===== src/inc/pfa_pkg.sv =====
// constants for the parser flag and field association block
//
// Contract
// checksum flag bit 37 is cleared when final ones-complement sum equals ffff
// any failed slice valid-byte length check raises short header flag bit 38
// a slice memory parity error raises table parity flag bit 39
// all other flag bits change only through the flag set action
// parser flag bits are forwarded as downstream action bits
// association only routes field channels; only qos is composed; the code also composes the flow label
// channels without fixed meaning get no hardware interpretation
// qos is 24 bits; switch tag priority from channel 0 bits 11:8
// outer vlan priority from channel 1 bits 15:12
// inner vlan priority from channel 2 bits 15:12
// ip priority from channel 16 bits 7:0
// spare priority from channel 11 bits 11:8
// tag frame type from channel 0 bits 15:14, uninterpreted
// outer vlan id from channel 1 bits 11:0
// inner vlan id from channel 2 bits 11:0, same channel as inner priority
// microcode keeps the source port tag from channel 3 non-zero
// flow label is channel 16 bits 15:12 above all of channel 17
// ip length is channel 18
// layer-4 protocol is channel 19 bits 7:0
// each slice selects whether its low and high halves join the checksum
// mac addresses come from channels 7,6,5 and 14,13,12, high first
// port tag, ethertype, hop limit, vlan type, user byte fixed routes
package pfa_pkg;
	localparam int FLAG_W = 48;
	localparam int FLAG_CSUM_BIT = 37;
	localparam int FLAG_SHORT_BIT = 38;
	localparam int FLAG_PARITY_BIT = 39;
	localparam logic [15:0] CSUM_GOOD = 16'hffff;
	localparam logic [15:0] CSUM_INIT = 16'h0000;
	localparam int NUM_CHAN = 43;
	localparam int CHAN_W = 16;
	localparam int QOS_W = 24;
	// field channel indices
	localparam int CH_TAG = 0;
	localparam int CH_OVLAN = 1;
	localparam int CH_IVLAN = 2;
	localparam int CH_SRC_TAG = 3;
	localparam int CH_DST_TAG = 4;
	localparam int CH_DMAC_LO = 5;
	localparam int CH_DMAC_MID = 6;
	localparam int CH_DMAC_HI = 7;
	localparam int CH_SPARE = 11;
	localparam int CH_SMAC_LO = 12;
	localparam int CH_SMAC_MID = 13;
	localparam int CH_SMAC_HI = 14;
	localparam int CH_ETYPE = 15;
	localparam int CH_IPPRI = 16;
	localparam int CH_FLOW_LO = 17;
	localparam int CH_IPLEN = 18;
	localparam int CH_L4 = 19;
	// qos vector layout, msb first
	localparam int QOS_SW_LSB = 20;
	localparam int QOS_OUTER_LSB = 16;
	localparam int QOS_INNER_LSB = 12;
	localparam int QOS_IP_LSB = 4;
	localparam int QOS_SPARE_LSB = 0;
endpackage : pfa_pkg


===== src/rtl/pfa_top.sv =====
// parser header flags and association stage for named header channels
`timescale 1ns/1ps
`default_nettype none
module pfa_top
	import pfa_pkg::*;
#(
	parameter logic [FLAG_W-1:0] FWD_MASK = {FLAG_W{1'b1}}
) (
	// clock and reset
	input wire logic CLK,
	input wire logic NRST,
	// frame framing from the slice array
	input wire logic FRAME_START,
	input wire logic FRAME_END,
	// per slice step
	input wire logic SLICE_VALID,
	input wire logic [31:0] FRAME_DATA,
	input wire logic LOW_HALF_SUM_ENABLE,
	input wire logic HIGH_HALF_SUM_ENABLE,
	input wire logic [FLAG_W-1:0] FLAG_SET_ACTION,
	input wire logic LENGTH_CHECK_FAIL,
	input wire logic SLICE_TERMINATE,
	// memory parity error, any cycle of a frame
	input wire logic TABLE_PARITY_ERR,
	// final generic field channels, flattened
	input wire logic [NUM_CHAN*CHAN_W-1:0] FIELDS,
	// status
	output logic BUSY,
	output logic RESULT_VALID,
	// header flags
	output logic [FLAG_W-1:0] FLAGS_OUT,
	output logic [FLAG_W-1:0] ACTION_FLAGS,
	// named channels
	output logic [QOS_W-1:0] QOS,
	output logic [2:0] TAG_FRAME_TYPE,
	output logic [1:0] TAG_VLAN_TYPE,
	output logic [7:0] TAG_USER_BITS,
	output logic [11:0] OUTER_VLAN_ID,
	output logic [11:0] INNER_VLAN_ID,
	output logic [15:0] SOURCE_PORT_TAG,
	output logic [15:0] DEST_PORT_TAG,
	output logic [47:0] DEST_MAC_CHAN,
	output logic [47:0] SOURCE_MAC_CHAN,
	output logic [15:0] ETHERTYPE_CHAN,
	output logic [19:0] FLOW_LABEL_CHAN,
	output logic [15:0] IP_LENGTH_CHAN,
	output logic [7:0] HOP_LIMIT_CHAN,
	output logic [7:0] L4_PROTOCOL_CHAN
);
	// the three hardware-owned flags must fit inside the flag vector
	if (FLAG_W <= FLAG_PARITY_BIT) begin : g_chk
		$error("flag vector too narrow for fixed-function bits");
	end

	typedef enum logic [2:0] {
		ST_IDLE = 3'b001,
		ST_BUSY = 3'b010,
		ST_DONE = 3'b100
	} pfa_state_t;

	typedef struct packed {
		pfa_state_t st;
		logic term;
		logic [FLAG_W-1:0] flags;
		logic [15:0] sum;
		logic [FLAG_W-1:0] flags_out;
		logic [QOS_W-1:0] qos;
		logic [2:0] ftype;
		logic [1:0] vtype;
		logic [7:0] user;
		logic [11:0] ovid;
		logic [11:0] ivid;
		logic [15:0] src_tag;
		logic [15:0] dst_tag;
		logic [47:0] dmac;
		logic [47:0] smac;
		logic [15:0] etype;
		logic [19:0] flow;
		logic [15:0] iplen;
		logic [7:0] hop;
		logic [7:0] l4;
	} pfa_regs_t;

	pfa_regs_t st_r;
	pfa_regs_t st_nxt;
	logic [15:0] sum_upd;
	logic step;
	logic [FLAG_W-1:0] flags_step;
	logic [CHAN_W-1:0] fch [NUM_CHAN];

	// a slice step only counts while the frame is open and not terminated
	assign step = (st_r.st == ST_BUSY) && SLICE_VALID && !st_r.term;

	// each slice picks which halves of its window join the sum
	pfa_csum_add u_csum (
		.acc(st_r.sum),
		.low_half(FRAME_DATA[15:0]),
		.high_half(FRAME_DATA[31:16]),
		.low_en(LOW_HALF_SUM_ENABLE),
		.high_en(HIGH_HALF_SUM_ENABLE),
		.sum(sum_upd)
	);

	// unpack the flat field bus once so channels can be sliced by index
	always_comb begin
		for (int i = 0; i < NUM_CHAN; i++) begin
			fch[i] = FIELDS[i*CHAN_W +: CHAN_W];
		end
	end

	// flag vector after this cycle's slice step and parity report
	always_comb begin
		flags_step = st_r.flags;
		if (step) begin
			// microcode action is the only path for ordinary bits
			flags_step = flags_step | FLAG_SET_ACTION;
			if (LENGTH_CHECK_FAIL) begin
				flags_step[FLAG_SHORT_BIT] = 1'b1;
			end
		end
		// parity is a hardware fault, so it lands even after terminate
		if (st_r.st == ST_BUSY && TABLE_PARITY_ERR) begin
			flags_step[FLAG_PARITY_BIT] = 1'b1;
		end
	end

	// next state of the whole block
	always_comb begin
		st_nxt = st_r;
		case (st_r.st)
			ST_IDLE, ST_DONE: begin
				st_nxt.st = ST_IDLE;
				if (FRAME_START) begin
					st_nxt.st = ST_BUSY;
					st_nxt.term = 1'b0;
					st_nxt.flags = '0;
					st_nxt.sum = CSUM_INIT;
				end
			end
			ST_BUSY: begin
				st_nxt.flags = flags_step;
				if (step) begin
					st_nxt.sum = sum_upd;
					st_nxt.term = SLICE_TERMINATE;
				end
				if (FRAME_END) begin
					st_nxt.st = ST_DONE;
					// final test on the sum including this cycle's slice
					if (flags_step[FLAG_CSUM_BIT] &&
							st_nxt.sum == CSUM_GOOD) begin
						st_nxt.flags[FLAG_CSUM_BIT] = 1'b0;
					end
					st_nxt.flags_out = st_nxt.flags;
					// routing only; the compositions are the qos vector and the flow label
					st_nxt.qos[QOS_SW_LSB +: 4] =
						fch[CH_TAG][11:8];
					st_nxt.qos[QOS_OUTER_LSB +: 4] =
						fch[CH_OVLAN][15:12];
					st_nxt.qos[QOS_INNER_LSB +: 4] =
						fch[CH_IVLAN][15:12];
					st_nxt.qos[QOS_IP_LSB +: 8] =
						fch[CH_IPPRI][7:0];
					st_nxt.qos[QOS_SPARE_LSB +: 4] =
						fch[CH_SPARE][11:8];
					// uninterpreted channels pass through untouched
					st_nxt.ftype = {1'b0, fch[CH_TAG][15:14]};
					st_nxt.vtype = fch[CH_TAG][13:12];
					st_nxt.user = fch[CH_TAG][7:0];
					st_nxt.ovid = fch[CH_OVLAN][11:0];
					// inner id shares the inner priority's channel
					st_nxt.ivid = fch[CH_IVLAN][11:0];
					// non-zero value is the microcode's promise
					st_nxt.src_tag = fch[CH_SRC_TAG];
					st_nxt.dst_tag = fch[CH_DST_TAG];
					st_nxt.dmac = {fch[CH_DMAC_HI],
						fch[CH_DMAC_MID],
						fch[CH_DMAC_LO]};
					st_nxt.smac = {fch[CH_SMAC_HI],
						fch[CH_SMAC_MID],
						fch[CH_SMAC_LO]};
					st_nxt.etype = fch[CH_ETYPE];
					st_nxt.flow = {fch[CH_IPPRI][15:12],
						fch[CH_FLOW_LO]};
					st_nxt.iplen = fch[CH_IPLEN];
					st_nxt.hop = fch[CH_L4][15:8];
					st_nxt.l4 = fch[CH_L4][7:0];
				end
			end
			default: begin
				st_nxt.st = ST_IDLE;
			end
		endcase
	end

	// state register
	always_ff @(posedge CLK or negedge NRST) begin
		if (!NRST) begin
			st_r <= '{st: ST_IDLE, sum: CSUM_INIT, default: '0};
		end else begin
			st_r <= st_nxt;
		end
	end

	// outputs come straight from the state flip-flops
	assign BUSY = (st_r.st == ST_BUSY);
	assign RESULT_VALID = (st_r.st == ST_DONE);
	assign FLAGS_OUT = st_r.flags_out;
	// forwarded bits steer later fixed-function stages
	assign ACTION_FLAGS = st_r.flags_out & FWD_MASK;
	assign QOS = st_r.qos;
	assign TAG_FRAME_TYPE = st_r.ftype;
	assign TAG_VLAN_TYPE = st_r.vtype;
	assign TAG_USER_BITS = st_r.user;
	assign OUTER_VLAN_ID = st_r.ovid;
	assign INNER_VLAN_ID = st_r.ivid;
	assign SOURCE_PORT_TAG = st_r.src_tag;
	assign DEST_PORT_TAG = st_r.dst_tag;
	assign DEST_MAC_CHAN = st_r.dmac;
	assign SOURCE_MAC_CHAN = st_r.smac;
	assign ETHERTYPE_CHAN = st_r.etype;
	assign FLOW_LABEL_CHAN = st_r.flow;
	assign IP_LENGTH_CHAN = st_r.iplen;
	assign HOP_LIMIT_CHAN = st_r.hop;
	assign L4_PROTOCOL_CHAN = st_r.l4;
endmodule : pfa_top
`default_nettype wire


===== src/rtl/pfa_csum_add.sv =====
// ones-complement adder folding up to two halfwords into a running sum
`timescale 1ns/1ps
`default_nettype none
module pfa_csum_add (
	// running sum
	input wire logic [15:0] acc,
	// halfwords of the slice window and their enables
	input wire logic [15:0] low_half,
	input wire logic [15:0] high_half,
	input wire logic low_en,
	input wire logic high_en,
	// updated sum
	output logic [15:0] sum
);
	logic [16:0] s1;
	logic [15:0] f1;
	logic [16:0] s2;

	// end-around carry after each addition keeps the sum ones-complement
	always_comb begin
		s1 = {1'b0, acc} + {1'b0, (low_en ? low_half : 16'h0000)};
		f1 = s1[15:0] + {15'h0000, s1[16]};
		s2 = {1'b0, f1} + {1'b0, (high_en ? high_half : 16'h0000)};
		sum = s2[15:0] + {15'h0000, s2[16]};
	end
endmodule : pfa_csum_add
`default_nettype wire


===== config.mk =====
export PLATFORM = sky130hd
export DESIGN_NAME = pfa_top
export DESIGN_NICKNAME = d
export VERILOG_FILES = /design/src/inc/pfa_pkg.sv /design/src/rtl/pfa_top.sv /design/src/rtl/pfa_csum_add.sv
export SDC_FILE = /design/constraint.sdc
export NUM_CORES = 1
export LEC_CHECK = 0
export ABC_AREA = 1
export BUFFER_PORTS_ARGS = -buffer_cell sky130_fd_sc_hd__buf_2
export CAP_MARGIN = 10
export CORE_AREA = 2 2 442 444
export CTS_BUF_LIST = sky130_fd_sc_hd__clkbuf_16
export DETAILED_ROUTE_END_ITERATION = 7
export DIE_AREA = 0 0 444 446
export GPL_TIMING_DRIVEN = 0
export PLACE_DENSITY_LB_ADDON = 0.12
export SLEW_MARGIN = 20
export SYNTH_ARGS = -nofsm -noshare
export SYNTH_HDL_FRONTEND = slang
export SYNTH_HIERARCHICAL = 1
export SYNTH_SLANG_ARGS = --single-unit

===== constraint.sdc =====
create_clock -name CLK -period 5.8 [get_ports CLK]
set_clock_uncertainty 0.2 [all_clocks]
set_input_delay 0.87 -clock CLK [delete_from_list [all_inputs] [get_ports CLK]]
set_output_delay 0.87 -clock CLK [all_outputs]
set_load 0.05 [all_outputs]

==> results.cfg <==
[critical_path]
timing.critical_path.slowest_cell_delay_ps = 270
critPathRequiredTime_ps = 6150
crit_path_start_kind = input pin
worst-setup-path-type = in2reg
timing.critical_path.to_type = flop
critical-path-slowest-cell = sky130_fd_sc_hd__ha_4
worstPathArrival_ps = 6420
timing.critical_path.fanout_max = 8

[routing]
dr_total_vias = 18800
via_per_inst = 3.12
wl_per_cell_um = 18.2
dr.first_iter.drc_count = 659
route.final.wire_length_um = 109000
antenna_left = 0
drtPass1Iterations = 5
remaining_drc_errors = 0

[timing]
timing.final.hold_violations = 0
tightestPinTransition_ps = 862
worst_hold_slack_ps = 183
timing_max_transition_violations_final = 0
worst_slack_ps = -268
period_minus_slack_ps = 6070
timing.slew.headroom = 0.425
max_clock_freq_ghz = 0.165
final-setup-viol-count = 4
grt_setup_unrepaired = yes
period_share = 1.05

[layout]
final_layout_size_suffix_gt1_frac = 0.419
area_delta_synth_final_pct = 49.2
final_util = 0.156
nNetsFinal = 4231
filler_instances = 22300
final_cell_count_no_fill = 6009

[logic_synthesis]
ys_async_sr_fraction = 1.00
number_of_register_bits_inferred_by_synthesis = 372
netlist-cell-type-count = 39
yosys_warnings = 6
syn_area_per_cell_um2 = 7.80
synth_sequential_area_ratio = 0.461
synth_top_flop_cell = sky130_fd_sc_hd__dfrtp_1
synth-edff-count = 0
synth_area_um2 = 20200
synth_fp_nets = 3407
postSynthCellCount = 2590

[die]
core_um2 = 194000
placementRows = 162
floorplan.io_pins = 1133
start_util = 0.104
floorplan.die.width_um = 444
design.die.area_um2 = 198000
die_h_um = 446

[power]
clock_power_share = 0.197
share_seq_of_total_power = 0.247
p_sw_frac = 0.513
vdd_ir_drop_max_uv = 261
p_leak_uw = 0.0163
p_per_area_nw_per_um2 = 570
design_power_total_uw = 17200
total_switching_power_uw = 8820
power.share.combinational = 0.555
internal_power_uw = 8370

[clocking]
cts_inserted_buffers = 56
cts_tree = yes
cts.sink_count = 372
htreeDepth = 2
clock_tree.root_cell = sky130_fd_sc_hd__clkbuf_16
ctsLongestPathBuffers = 3
worst_setup_hold_path_clk_slew_ps = 60
clk-insertion-delay-late_ps = 660

[min_path]
hold_path.class = in2reg

[global_routing]
globalRoute.totalOverflow = 0
first_global_vias = 19300
first_pass_grt_wire_length_um = 150000
grtUsageTotal = 0.108
grt_antenna_before_repair = 71
grt_max_degree = 74

[placement]
port_buffers = 697
placed_instances = 5834
half_perimeter_wire_length_after_placement_um = 88400
place.gp.congestion = 0.761

[status]
outcome = finished, violations left
violations = setup timing

[flow_run]
max_cap_viol_count = 0
## cell usage in the layout (no fill, tap or decap), drive strengths merged
cell type       n
nand2        1138
bufinv          4
or2             1
xnor2           7
inv           192
nor2          118
xor2            9
nor3            5
clkinv         22
o22ai          16
a221o           1
buf          1175
conb            1
nand4          14
a22o            1
dlygate4sd3     1
diode          12
nand3          60
dfstp           1
o21ai          52
ha             37
o21bai          3
clkbuf         90
nand3b         12
clkinvlp        4
fa              2
and2            5
dfrtp         371
a21oi         113
## critical path: cells and delay by family
| kind | cells | cell delay (ps) |
|---|---|---|
| fa+ha+maj | 6 | 1170 |
| simple gates | 30 | 2680 |
| xor+xnor | 1 | 160 |
| compound gates | 4 | 560 |
| buf+inv | 10 | 950 |
## stage by stage
| stage | TNS, ps | instance area [µm²] | setup WS, ps |
|---|---|---|---|
| floorplan | -1000 | 20400 | -349 |
| global route | -2530 | 30100 | -575 |
| finish | -692 | 30100 | -268 |
| global placement | -2211440 | 27100 | -5970 |
| CTS | -816 | 29800 | -354 |
| detailed placement | -28900 | 27200 | -2380 |
## power by group through the flow
| stage | clock network, µW | logic (µW) | registers, µW |
|---|---|---|---|
| after CTS | 3580 | 9740 | 4280 |
| after floorplan | 0 | 6970 | 4050 |
| after global routing | 3650 | 10200 | 4400 |
| final | 3390 | 9550 | 4250 |
| after global placement | 0 | 9620 | 4310 |
| after detailed placement | 0 | 9620 | 4280 |
## area by class of cell
type | instances | area, µm² | share of cell area
Multi-Input combinational cell | 1595 | 7940 | 0.263
Buffer | 444 | 3140 | 0.104
Timing Repair Buffer | 766 | 4130 | 0.137
Antenna cell | 12 | 30.0 | 0.000996
Sequential cell | 372 | 9310 | 0.309
Clock buffer | 56 | 1400 | 0.0465
Tap cell | 2542 | 3180 | 0.106
Clock inverter | 43 | 338 | 0.0112
Inverter | 179 | 677 | 0.0225
## kinds of logic (layout without fill, tap and decap cells)
group           after synthesis  after routing  share of synthesized area
flops                       372            372                      0.461
simple gates               1353           1353                      0.273
fa+ha+maj                    39             39                     0.0249
xor+xnor                     16             16                    0.00693
compound gates              186            186                     0.0482
buf+inv                     623           1488                      0.186
other cells                   1             13                   0.000186
## worst paths after layout
kind	start	to	slack (ps)	cells past startpoint
setup / recovery	LOW_HALF_SUM_ENABLE	st_r[358]$_DFFE_PN0P_	-270	51
min in group asynchronous	NRST	DEST_PORT_TAG[1]$_DFFE_PN0P_	510	2
setup reg to reg	st_r[316]$_DFFE_PN0P_	st_r[358]$_DFFE_PN0P_	-170	47
hold / removal	FIELDS[18]	OUTER_VLAN_ID[2]$_DFFE_PN0P_	180	3
max in group asynchronous	NRST	SOURCE_MAC_CHAN[43]$_DFFE_PN0P_	3050	6
hold reg to reg	TAG_USER_BITS[7]$_DFFE_PN0P_	TAG_USER_BITS[7]$_DFFE_PN0P_	280	2
## sequential cells by signal, summed over array words and instances, names as in the netlist
signal and flops:
st_r 68, L4_PROTOCOL_CHAN 8, DEST_MAC_CHAN 48, ETHERTYPE_CHAN 16, ACTION_FLAGS 48, IP_LENGTH_CHAN 16
TAG_FRAME_TYPE 2, HOP_LIMIT_CHAN 8, INNER_VLAN_ID 12, TAG_VLAN_TYPE 2, SOURCE_MAC_CHAN 48, SOURCE_PORT_TAG 16
TAG_USER_BITS 8, FLOW_LABEL_CHAN 20, DEST_PORT_TAG 16, QOS 24, OUTER_VLAN_ID 12
## synth_stat cells (6+ instances only)
| master | instances | area, µm² |
|---|---|---|
| sky130_fd_sc_hd__ha_1 | 37 | 463 |
| sky130_fd_sc_hd__a21oi_1 | 112 | 561 |
| sky130_fd_sc_hd__nor2_4 | 6 | 67.6 |
| sky130_fd_sc_hd__buf_4 | 359 | 2700 |
| sky130_fd_sc_hd__xor2_1 | 9 | 78.8 |
| sky130_fd_sc_hd__o22ai_1 | 16 | 100 |
| sky130_fd_sc_hd__o21ai_0 | 48 | 240 |
| sky130_fd_sc_hd__inv_2 | 10 | 37.5 |
| sky130_fd_sc_hd__nand3_2 | 6 | 60.1 |
| sky130_fd_sc_hd__xnor2_1 | 7 | 61.3 |
| sky130_fd_sc_hd__buf_2 | 45 | 225 |
| sky130_fd_sc_hd__inv_1 | 169 | 634 |
| sky130_fd_sc_hd__nand2_1 | 1101 | 4130 |
| sky130_fd_sc_hd__nand2_2 | 34 | 213 |
| sky130_fd_sc_hd__nand3b_1 | 7 | 52.6 |
| sky130_fd_sc_hd__nand4_1 | 14 | 87.6 |
| sky130_fd_sc_hd__nor2_2 | 14 | 87.6 |
| sky130_fd_sc_hd__dfrtp_1 | 371 | 9280 |
| sky130_fd_sc_hd__clkbuf_1 | 34 | 128 |
| sky130_fd_sc_hd__nand3_1 | 53 | 265 |
| sky130_fd_sc_hd__nor2_1 | 98 | 368 |
## layer usage
layer,vias to the layer above,global-route usage,share of wire
met5,-,0,0.0035
met4,64,0.0276,0.027
met3,219,0.0421,0.083
met2,532,0.187,0.49
met1,8646,0.123,0.40
li1,9298,-,-
## repair_timing
action	in CTS	in global routing
endpoints found under the setup margin	18	14
gates cloned	1	0
pin swaps	67	50
hold buffers	1	0
hold endpoints to repair	54	0
resized for setup	84	50
buffers inserted	51	14
(Power assumes the default switching activity.)
